### config.mk
export PLATFORM = sky130hd
export DESIGN_NAME = sto_monitor
export DESIGN_NICKNAME = d
export VERILOG_FILES = /design/src/verilog/sto_in_filter.v /design/src/verilog/sto_monitor.v
export VERILOG_INCLUDE_DIRS = /design/src /design/src/verilog
export SDC_FILE = /design/constraint.sdc
export NUM_CORES = 1
export LEC_CHECK = 0
export ABC_AREA = 1
export BUFFER_PORTS_ARGS = -buffer_cell sky130_fd_sc_hd__buf_4
export CAP_MARGIN = 30
export CORE_MARGIN = 3
export CORE_UTILIZATION = 45
export CTS_CLUSTER_SIZE = 12
export DETAILED_ROUTE_END_ITERATION = 10
export MAX_ROUTING_LAYER = met4
export PLACE_DENSITY = 0.77
export REMOVE_ABC_BUFFERS = 1
export SLEW_MARGIN = 40
export SYNTH_ARGS = -nofsm -noshare
export SYNTH_HDL_FRONTEND = slang
export SYNTH_SLANG_ARGS = --single-unit
### constraint.sdc
create_clock -name core_clk_in -period 2.7 [get_ports core_clk_in]
set_input_delay 0.54 -clock core_clk_in [delete_from_list [all_inputs] [get_ports core_clk_in]]
set_output_delay 0.54 -clock core_clk_in [all_outputs]
set_load 0.01 [all_outputs]
### src/verilog/sto_mon_regs.vh
// Constants for the safe torque off monitor
`ifndef STO_MON_REGS_VH
`define STO_MON_REGS_VH
`define STO_CLK_FREQ_HZ     25000000
`define STO_FILT_MIN_US     1000
`define STO_FILT_CYCLES     (`STO_FILT_MIN_US * (`STO_CLK_FREQ_HZ / 1000000))
`define STO_FILT_W          16
`define STO_DLY_W           24
`define STO_SPD_W           16
`define STO_ST_RUN          2'h0
`define STO_ST_TOFF         2'h1
`define STO_ST_SOFF         2'h2
`endif

### src/verilog/sto_in_filter.v
// Synchroniser and low-pulse filter for one safety input
`timescale 1ns/100ps
`default_nettype none
`include "sto_mon_regs.vh"
module sto_in_filter #(
  parameter FW = `STO_FILT_W
) (
  input  wire          clk_in,
  input  wire          resetn_in,
  input  wire          ce_in,
  input  wire          raw_in,
  input  wire [FW-1:0] thresh_in,
  output wire          off_out
);
  reg          off_ff;
  reg          sync1_ff;
  reg          sync2_ff;
  reg [FW-1:0] cnt_ff;
  reg [FW-1:0] nxt_cnt;
  reg          nxt_off;

  assign off_out = off_ff;

  // Safe default: input counts as off until proven on
  always @(posedge clk_in or negedge resetn_in) begin
    if (!resetn_in) begin
      sync1_ff <= 1'b0;
      sync2_ff <= 1'b0;
    end else if (ce_in) begin
      sync1_ff <= raw_in;
      sync2_ff <= sync1_ff;
    end
  end

  always @* begin
    nxt_cnt = cnt_ff;
    nxt_off = off_ff;
    if (sync2_ff) begin
      nxt_cnt = {FW{1'b0}};
      nxt_off = 1'b0;
    end else if (cnt_ff >= thresh_in) begin
      nxt_off = 1'b1;
    end else begin
      nxt_cnt = cnt_ff + {{(FW-1){1'b0}}, 1'b1};
    end
  end

  always @(posedge clk_in or negedge resetn_in) begin
    if (!resetn_in) begin
      cnt_ff <= {FW{1'b0}};
      off_ff <= 1'b1;
    end else if (ce_in) begin
      cnt_ff <= nxt_cnt;
      off_ff <= nxt_off;
    end
  end
endmodule // sto_in_filter
`default_nettype wire

### src/verilog/sto_monitor.v
// Safe torque off supervision: filtering, monitor output and stop sequencing
`timescale 1ns/100ps
`default_nettype none
`include "sto_mon_regs.vh"
module sto_monitor #(
  parameter FW = `STO_FILT_W,
  parameter DW = `STO_DLY_W,
  parameter SW = `STO_SPD_W
) (
  input  wire          core_clk_in,
  input  wire          resetn_in,
  input  wire          ce_in,
  input  wire          safety_input_one_in,
  input  wire          safety_input_two_in,
  input  wire [FW-1:0] filter_thresh_in,
  input  wire          servo_on_in,
  input  wire          drive_ok_in,
  input  wire          motor_running_in,
  input  wire [SW-1:0] motor_speed_in,
  input  wire [DW-1:0] brake_action_delay_in,
  input  wire [SW-1:0] brake_release_speed_in,
  input  wire          alarm_stop_sequence_in,
  input  wire          servooff_stop_sequence_in,
  output reg           external_monitor_out,
  output reg           torque_off_state_out,
  output reg           servo_ready_out,
  output reg           servo_active_out,
  output reg           upper_arm_en_out,
  output reg           lower_arm_en_out,
  output reg           brake_release_out,
  output reg           dyn_brake_out,
  output reg           alarm_out
);
  // -------------------------------------------------------------
  // Input filtering
  // -------------------------------------------------------------
  wire [1:0] raw_w;
  wire [1:0] off_w;
  assign raw_w = {safety_input_two_in, safety_input_one_in};

  genvar gi;
  generate
    for (gi = 0; gi < 2; gi = gi + 1) begin : g_in
      sto_in_filter #(
        .FW(FW)
      ) u_filt (
        .clk_in    (core_clk_in),
        .resetn_in (resetn_in),
        .ce_in     (ce_in),
        .raw_in    (raw_w[gi]),
        .thresh_in (filter_thresh_in),
        .off_out   (off_w[gi])
      );
    end
  endgenerate

  // -------------------------------------------------------------
  // State sequencing
  // -------------------------------------------------------------
  reg [1:0]    state_ff;
  reg [1:0]    nxt_state;
  reg [DW-1:0] brk_cnt_ff;
  reg [DW-1:0] nxt_brk_cnt;
  reg          nxt_brake;
  wire         any_off;
  wire         both_off;
  assign any_off  = off_w[0] | off_w[1];
  assign both_off = off_w[0] & off_w[1];

  always @* begin
    nxt_state = state_ff;
    case (state_ff)
      `STO_ST_RUN: begin
        if (any_off) begin
          nxt_state = `STO_ST_TOFF;
        end else if (!servo_on_in) begin
          nxt_state = `STO_ST_SOFF;
        end
      end
      `STO_ST_TOFF: begin
        // Return lands in servo-off even if servo-on is already high
        if (!any_off) begin
          nxt_state = `STO_ST_SOFF;
        end
      end
      `STO_ST_SOFF: begin
        if (any_off) begin
          nxt_state = `STO_ST_TOFF;
        end else if (servo_on_in && drive_ok_in) begin
          nxt_state = `STO_ST_RUN;
        end
      end
      default: begin
        nxt_state = `STO_ST_TOFF;
      end
    endcase
  end

  // -------------------------------------------------------------
  // Brake hold timer
  // -------------------------------------------------------------
  // Drop brake release on delay, low speed or stopped motor, whichever comes first
  always @* begin
    nxt_brk_cnt = brk_cnt_ff;
    nxt_brake   = brake_release_out;
    if (nxt_state == `STO_ST_RUN) begin
      nxt_brk_cnt = {DW{1'b0}};
      nxt_brake   = 1'b1;
    end else if (brake_release_out) begin
      if (!motor_running_in || (brk_cnt_ff >= brake_action_delay_in) ||
          (motor_speed_in < brake_release_speed_in)) begin
        nxt_brake = 1'b0;
      end else begin
        nxt_brk_cnt = brk_cnt_ff + {{(DW-1){1'b0}}, 1'b1};
      end
    end
  end

  // -------------------------------------------------------------
  // State and brake timer registers
  // -------------------------------------------------------------
  always @(posedge core_clk_in or negedge resetn_in) begin
    if (!resetn_in) begin
      state_ff          <= `STO_ST_TOFF;
      brk_cnt_ff        <= {DW{1'b0}};
      brake_release_out <= 1'b0;
    end else if (ce_in) begin
      state_ff          <= nxt_state;
      brk_cnt_ff        <= nxt_brk_cnt;
      brake_release_out <= nxt_brake;
    end
  end

  // -------------------------------------------------------------
  // Monitor output
  // -------------------------------------------------------------
  // Built from the filtered inputs, so self-test pulses never toggle it
  always @(posedge core_clk_in or negedge resetn_in) begin
    if (!resetn_in) begin
      external_monitor_out <= 1'b0;
    end else if (ce_in) begin
      external_monitor_out <= both_off;
    end
  end

  // -------------------------------------------------------------
  // Status outputs
  // -------------------------------------------------------------
  // Ready drops with any filtered off input, whatever the state
  always @(posedge core_clk_in or negedge resetn_in) begin
    if (!resetn_in) begin
      torque_off_state_out <= 1'b1;
      servo_ready_out      <= 1'b0;
      servo_active_out     <= 1'b0;
    end else if (ce_in) begin
      torque_off_state_out <= (nxt_state == `STO_ST_TOFF);
      servo_ready_out      <= !any_off && drive_ok_in;
      servo_active_out     <= (nxt_state == `STO_ST_RUN);
    end
  end

  // -------------------------------------------------------------
  // Power stage enables
  // -------------------------------------------------------------
  // Each channel cuts its own arm directly, one cycle after its filter reports off,
  // so a fault in the sequencer alone cannot keep both arms driven
  always @(posedge core_clk_in or negedge resetn_in) begin
    if (!resetn_in) begin
      upper_arm_en_out <= 1'b0;
      lower_arm_en_out <= 1'b0;
    end else if (ce_in) begin
      upper_arm_en_out <= !off_w[0] && (nxt_state == `STO_ST_RUN);
      lower_arm_en_out <= !off_w[1] && (nxt_state == `STO_ST_RUN);
    end
  end

  // -------------------------------------------------------------
  // Dynamic brake
  // -------------------------------------------------------------
  // Applied through reset, since no stop sequence has been chosen yet
  always @(posedge core_clk_in or negedge resetn_in) begin
    if (!resetn_in) begin
      dyn_brake_out <= 1'b1;
    end else if (ce_in) begin
      if (nxt_state == `STO_ST_TOFF) begin
        dyn_brake_out <= alarm_stop_sequence_in;
      end else if (nxt_state == `STO_ST_SOFF) begin
        dyn_brake_out <= servooff_stop_sequence_in;
      end else begin
        dyn_brake_out <= 1'b0;
      end
    end
  end

  // -------------------------------------------------------------
  // Alarm
  // -------------------------------------------------------------
  // Torque-off is a normal state, not a fault, so it never alarms
  always @(posedge core_clk_in or negedge resetn_in) begin
    if (!resetn_in) begin
      alarm_out <= 1'b0;
    end else if (ce_in) begin
      alarm_out <= 1'b0;
    end
  end
endmodule // sto_monitor
`default_nettype wire

Yosys cells after proc, flatten, opt, wreduce, memory -nomap -nowiden
Index checks and enable logic that the tools add are counted.

storage, ports and cells
  register bits = 72
  input port bits = 82
  output and inout bits = 9
  logic and storage cells = 76

cells by class
  $add $sub $neg = 3
  order comparisons = 4
  equality and inequality tests = 7
  multiplexer cells = 22
  bitwise operators = 2
  reduce and logical (&&, ||, !) cells = 20

operator list
  cell                   number
  $mux 24                3
  $mux 16                4
  $add 16x1->16 const B  2
  $ge 16x16->1           2
  $add 24x1->24 const B  1
  $ge 24x24->1           1
  $lt 16x16->1           1
  $mux 2                 5
  $mux 1                 9
  $reduce_and 2->1       4
  $pmux 2 s3             1
  $reduce_bool 2->1      3
  $eq 2x1->1 const B     2
  $eq 2x2->1 const B     2
  $logic_and 1x1->1      4
  $logic_not 1->1        4
  $logic_not 2->1        2
  $ne 2x1->1 const B     2
  $reduce_and 3->1       1
  $logic_or 1x1->1       2
  $ne 2x2->1 const B     1
  $and 1x1->1            1
  $or 1x1->1             1

Longest topological paths before layout
  depth after elaboration = 7
  mapped depth = 17
  depth with buffers taken out = 16

Modules after synthesis
Synthesis repeated with hierarchy kept, for this count alone.

unflattened totals
  cells, all modules = 913
  area, all modules = 6357.3 um^2

by module, submodules not included
  module         times used  cells each  area an instance (um^2)
  sto_in_filter  2           228         1595.3
  sto_monitor    1           457         3166.8

Worst setup path before layout
OpenSTA, ideal clock, no wires.

  path kind = in2reg
  from = input port filter_thresh_in[15]
  to = register g_in[0].u_filt.cnt_ff[10]
  library setup time = 118 ps
  data arrival time = 1801 ps
  path slack = 781 ps
  stages on the path = 10
  path buffers = 1
  path through = inv_1 -> ha_1 -> nand4_1 -> nor3_1 -> nand3_1 -> nand3_1 -> nand2_1 -> buf_2 -> nand3_1 -> nand2_1

between the ends
  longest elaborated chain between the ends = 3

ends and longest elaborated chain
  what                        line                source
  start, declared             sto_monitor.v:15    input wire [FW-1:0] filter_thresh_in,
  $ge 16x16->1                sto_in_filter.v:41  end else if (cnt_ff >= thresh_in) begin
  $ne 2x1->1 (no line)        -
  $reduce_and 2->1 (no line)  -
  end signal, assigned        sto_in_filter.v:50  cnt_ff <= {FW{1'b0}};
  end signal, assigned        sto_in_filter.v:53  cnt_ff <= nxt_cnt;
  end, declared               sto_in_filter.v:18  reg [FW-1:0] cnt_ff;

No other way between the ends.
A chain may end at the register's enable or synchronous reset.

Final worst setup path
  from = register brk_cnt_ff[3]
  to = register brk_cnt_ff[16]

between the ends
  longest elaborated chain between the ends = 5
  elaborated cells between the ends (all ways) = 9

ends and longest elaborated chain
  what                            line               source
  start, declared                 sto_monitor.v:62   reg [DW-1:0] brk_cnt_ff;
  start signal, assigned          sto_monitor.v:125  brk_cnt_ff <= {DW{1'b0}};
  start signal, assigned          sto_monitor.v:129  brk_cnt_ff <= nxt_brk_cnt;
  $ge 24x24->1                    sto_monitor.v:110  if (!motor_running_in || (brk_cnt_ff >= brake_action_delay_in) ||
  $logic_or 1x1->1 (2 in series)  sto_monitor.v:110
  $ne 2x2->1 (no line)            -
  $reduce_and 3->1 (no line)      -

Parallel ways exist; a longest one is shown, timed or not. The select of a mux whose other input is x is not followed.

==> results.md <==
| Result | Value |
|:---|:---|
| Max transition margin | 0.554 |
| Number of hold violations in the final report | 0 |
| Via count of the first global-routing pass | 5,531 |
| Non-Filler Cell Area, Final | 7300 um^2 |
| Detailed-route vias per instance | 5.09 |
| Highest clock frequency the design can meet | 445 MHz |
| Cell with the biggest individual delay on the critical path | sky130_fd_sc_hd__dfrtp_1 |
| Cells after Synth | 872 |
| Post-synth EDFFs | 0 |
| Final worst-path cycle share | 0.833 |
| Fraction of synthesized cell area taken by the top area cell type | 0.272 |
| Critical Path End Type | flip-flop |
| Leakage power | 3.97 nW |
| CTS tree | yes |
| Run status | complete, no violations |
| Buf/Inv on CP | 0 |
| H-tree levels | 3 |
| TritonCTS Buffers | 9 |
| Area added between synthesis and finish | 18.6% |
| Netlist Area Pre-Place | 6160 um^2 |
| Sum of net half-perimeters after detailed placement | 11,100 um |
| Max Clock Skew | 0.00561 ns |
| Pin count of the biggest net entering global routing | 73 |
| Die height | 123 um |
| DRC violation total after the first TritonRoute iteration | 242 |
| Worst Setup Path Type | reg -> reg |
| Antenna Violating Nets Remaining | 0 |
| Final Net Count | 1,110 |
| Number of violations of the max-capacitance limit | 0 |
| Power density of the placed cells | 432 nW/um^2 |
| Slew at the pin closest to its max-slew limit | 0.669 ns |
| I/O Pins | 91 |
| Endpoint required time on the critical path | 2.98 ns |
| FILL cells | 1,275 |
| Final Routed Wirelength | 14,500 um |
| Clock period minus final worst setup slack | 2.25 ns |
| Type of element launching the critical path | flip-flop |
| Share of flip-flops with an asynchronous set or reset | 1.00 |
| Row Count | 42 |
| Setup Slack @ Placement | 0.239 ns |
| Top cell type by total area after synthesis | sky130_fd_sc_hd__dfrtp_1 |
| Share of post-route cells with drive strength above 1 | 0.152 |
| Number of hold buffers added after cts | 0 |
| Number of clock sinks | 72 |
| Starting density of the core | 0.463 |
| Deepest clock path buffer count | 2 |
| Instance area at placement | 6970 um^2 |
| Cell types with the largest area share after synthesis | sky130_fd_sc_hd__dfrtp_1, sky130_fd_sc_hd__ha_1, sky130_fd_sc_hd__nand2_1 |
| Clock-pin slew on the worst setup and hold paths | 0.06 ns |
| Largest vdd supply drop | 0.274 mV |
| Max-slew violation count | 0 |
| Die W | 123 um |
| Buffers inserted during post-CTS setup optimization | 0 |
| Post-detailed-route DRC marker count | 0 |
| Total Negative Setup Slacks | 0 ns |
| Vias post-DR | 5,780 |
| Arrival time worst endpoint | 2.52 ns |
| Unrepaired setup endpoints after global routing | no |
| Worst-path cell chain | ha_1 > nand2_1 > nor2_1 > nor2_1 > nand2_1 > nand2_1 > nand2_1 > nand2_1 > nand2_1 > nand2_1 > nand3_4 > nand2_2 > nand2_1 > nand2_1 |
| Mean routed wirelength per cell | 12.8 um |
| Flops & latches, synth | 72 |
| Most used flip-flop cell after synthesis | sky130_fd_sc_hd__dfrtp_1 |
| Number of gates given a new drive strength after cts | 0 |
| N_diodes | 0 |
| Drt pass-1 iters | 5 |
| Last weighted congestion value of the routability-driven placer | 0.913 |
| GRT Overall Usage | 0.209 |
| Clock root buffer | sky130_fd_sc_hd__clkbuf_16 |
| Area of the placeable core | 13,300 um^2 |
| Antenna violations before repair | 0 |
| Source-to-sink clock delay at the later pin of the worst-skew pair | 0.34 ns |
| Post-route worst setup slack | 0.452 ns |
| Count of distinct cell types in the synthesized netlist | 42 |
| Type of the most critical hold path | in -> async |
| GRT Residual Overflow | 0 |
| Wire length of the first global-routing pass | 25,000 um |
| Final setup violating endpoints | 0 |
| Sequential share of the synthesized area | 0.294 |
| Average cell area after synthesis | 7.06 um^2 |
| Overall die area | 15,100 um^2 |
| Largest driver fanout on the critical path | 22 |
| Crit-path leading delay family | simple AND/OR/NAND/NOR gates |
| Largest stage delay on the critical path | 0.46 ns |
| Final core utilization | 0.549 |
| Cell repeated most along the worst path | sky130_fd_sc_hd__nand2_1 |
| Total of buffers placed on input and output ports | 89 |
| Warning count from the yosys run | 0 |
==> path summary, 6_finish.rpt <==
| check | startpoint | end | slack, ns | cells past startpoint |
|---|---|---|---|---|
| worst min-delay path | resetn_in | brk_cnt_ff[12] | 0.20 | 1 |
| worst max register to register | brk_cnt_ff[3] | brk_cnt_ff[16] | 0.45 | 14 |
| max in group asynchronous | resetn_in | g_in[0].u_filt.cnt_ff[6] | 2.02 | 1 |
| min in group core_clk_in | safety_input_one_in | g_in[0].u_filt.sync1_ff | 0.40 | 3 |
| worst min register to register | g_in[0].u_filt.sync1_ff | g_in[0].u_filt.sync1_ff | 0.48 | 2 |
| worst max-delay path | brk_cnt_ff[3] | brk_cnt_ff[16] | 0.45 | 14 |
==> power by group <==
group | switching [mW] | internal [mW] | total (mW)
clock network | 0.466 | 0.857 | 1.32
logic | 0.322 | 0.261 | 0.583
registers | 0.104 | 1.15 | 1.25
==> metrics by stage <==
| stage | std cells | hold slack [ns] | power, mW |
|---|---|---|---|
| after floorplan | 847 | 0.244 | 1.59 |
| after global placement | 1119 | 0.457 | 1.83 |
| after detailed placement | 1119 | 0.458 | 1.85 |
| after CTS | 1135 | 0.242 | 3.19 |
| after global routing | 1135 | 0.277 | 3.34 |
| final | 1135 | 0.197 | 3.16 |
==> area by class of cell <==
cell class	instances	area (um^2)	area share
Inverter	108	405	0.0555
Clock buffer	11	253	0.0346
Tap cell	176	220	0.0302
Multi-Input combinational cell	667	3810	0.522
Sequential cell	72	1810	0.248
Timing Repair Buffer	96	724	0.0992
Clock inverter	5	78.8	0.0108
==> flip-flops by register name, indices dropped and copies added (netlist names) <==
register and flops:
lower_arm_en_out 1, external_monitor_out 1, torque_off_state_out 1, dyn_brake_out 1, servo_active_out 1, upper_arm_en_out 1, state_ff 2, brake_release_out 1
brk_cnt_ff 24, g_in.u_filt.cnt_ff 32, g_in.u_filt.off_out 2, servo_ready_out 1, g_in.u_filt.sync2_ff 2, g_in.u_filt.sync1_ff 2
==> cell usage in the layout (no fill, tap or decap), drive strengths merged, types with 3 or more instances in the layout <==
cell type,n
nand2,241
inv,108
nand3,103
buf,96
nor2,88
ha,74
dfrtp,67
a21oi,43
xor2,26
o21ai,22
nor3,20
nand4,18
clkbuf,11
xnor2,7
nor3b,6
dfstp,5
nand3b,4
o21a,3
a21o,3
clkinv,3
==> cell usage after synthesis, types with 2 or more instances <==
| cell | n |
|---|---|
| sky130_fd_sc_hd__a21o_1 | 3 |
| sky130_fd_sc_hd__inv_1 | 101 |
| sky130_fd_sc_hd__nor3_1 | 16 |
| sky130_fd_sc_hd__nor3_2 | 3 |
| sky130_fd_sc_hd__o21ai_1 | 5 |
| sky130_fd_sc_hd__xor2_1 | 26 |
| sky130_fd_sc_hd__buf_2 | 9 |
| sky130_fd_sc_hd__inv_2 | 7 |
| sky130_fd_sc_hd__nand2_1 | 237 |
| sky130_fd_sc_hd__nand3_2 | 4 |
| sky130_fd_sc_hd__o21ai_0 | 17 |
| sky130_fd_sc_hd__nand2_2 | 4 |
| sky130_fd_sc_hd__nor3b_1 | 4 |
| sky130_fd_sc_hd__o21a_1 | 3 |
| sky130_fd_sc_hd__ha_1 | 74 |
| sky130_fd_sc_hd__nor2_2 | 3 |
| sky130_fd_sc_hd__buf_6 | 2 |
| sky130_fd_sc_hd__nor2_1 | 85 |
| sky130_fd_sc_hd__a21oi_1 | 42 |
| sky130_fd_sc_hd__dfstp_2 | 5 |
| sky130_fd_sc_hd__nand3_1 | 98 |
| sky130_fd_sc_hd__o211ai_1 | 2 |
| sky130_fd_sc_hd__buf_4 | 3 |
| sky130_fd_sc_hd__nand3b_1 | 4 |
| sky130_fd_sc_hd__nand4_1 | 16 |
| sky130_fd_sc_hd__xnor2_1 | 7 |
| sky130_fd_sc_hd__clkbuf_1 | 11 |
| sky130_fd_sc_hd__dfrtp_1 | 67 |
==> per-layer routing <==
metal,track usage,share of wire
met1,0.270,0.46
met2,0.338,0.49
met3,0.0316,0.040
met4,0.0699,0.015
met5,-,0
==> cells by family (layout without fill, tap and decap cells) <==
group	Yosys count	count (layout)	synth area share
buffers and inverters	133	220	0.0872
XOR/XNOR	33	33	0.0469
flip-flops	72	72	0.294
AO/OA/AOI/OAI	74	74	0.0644
other	1	1	0.000609
adder cells (fa/ha/maj)	74	74	0.150
AND/OR/NAND/NOR	485	485	0.357
Power figures use the tool's default switching activity.
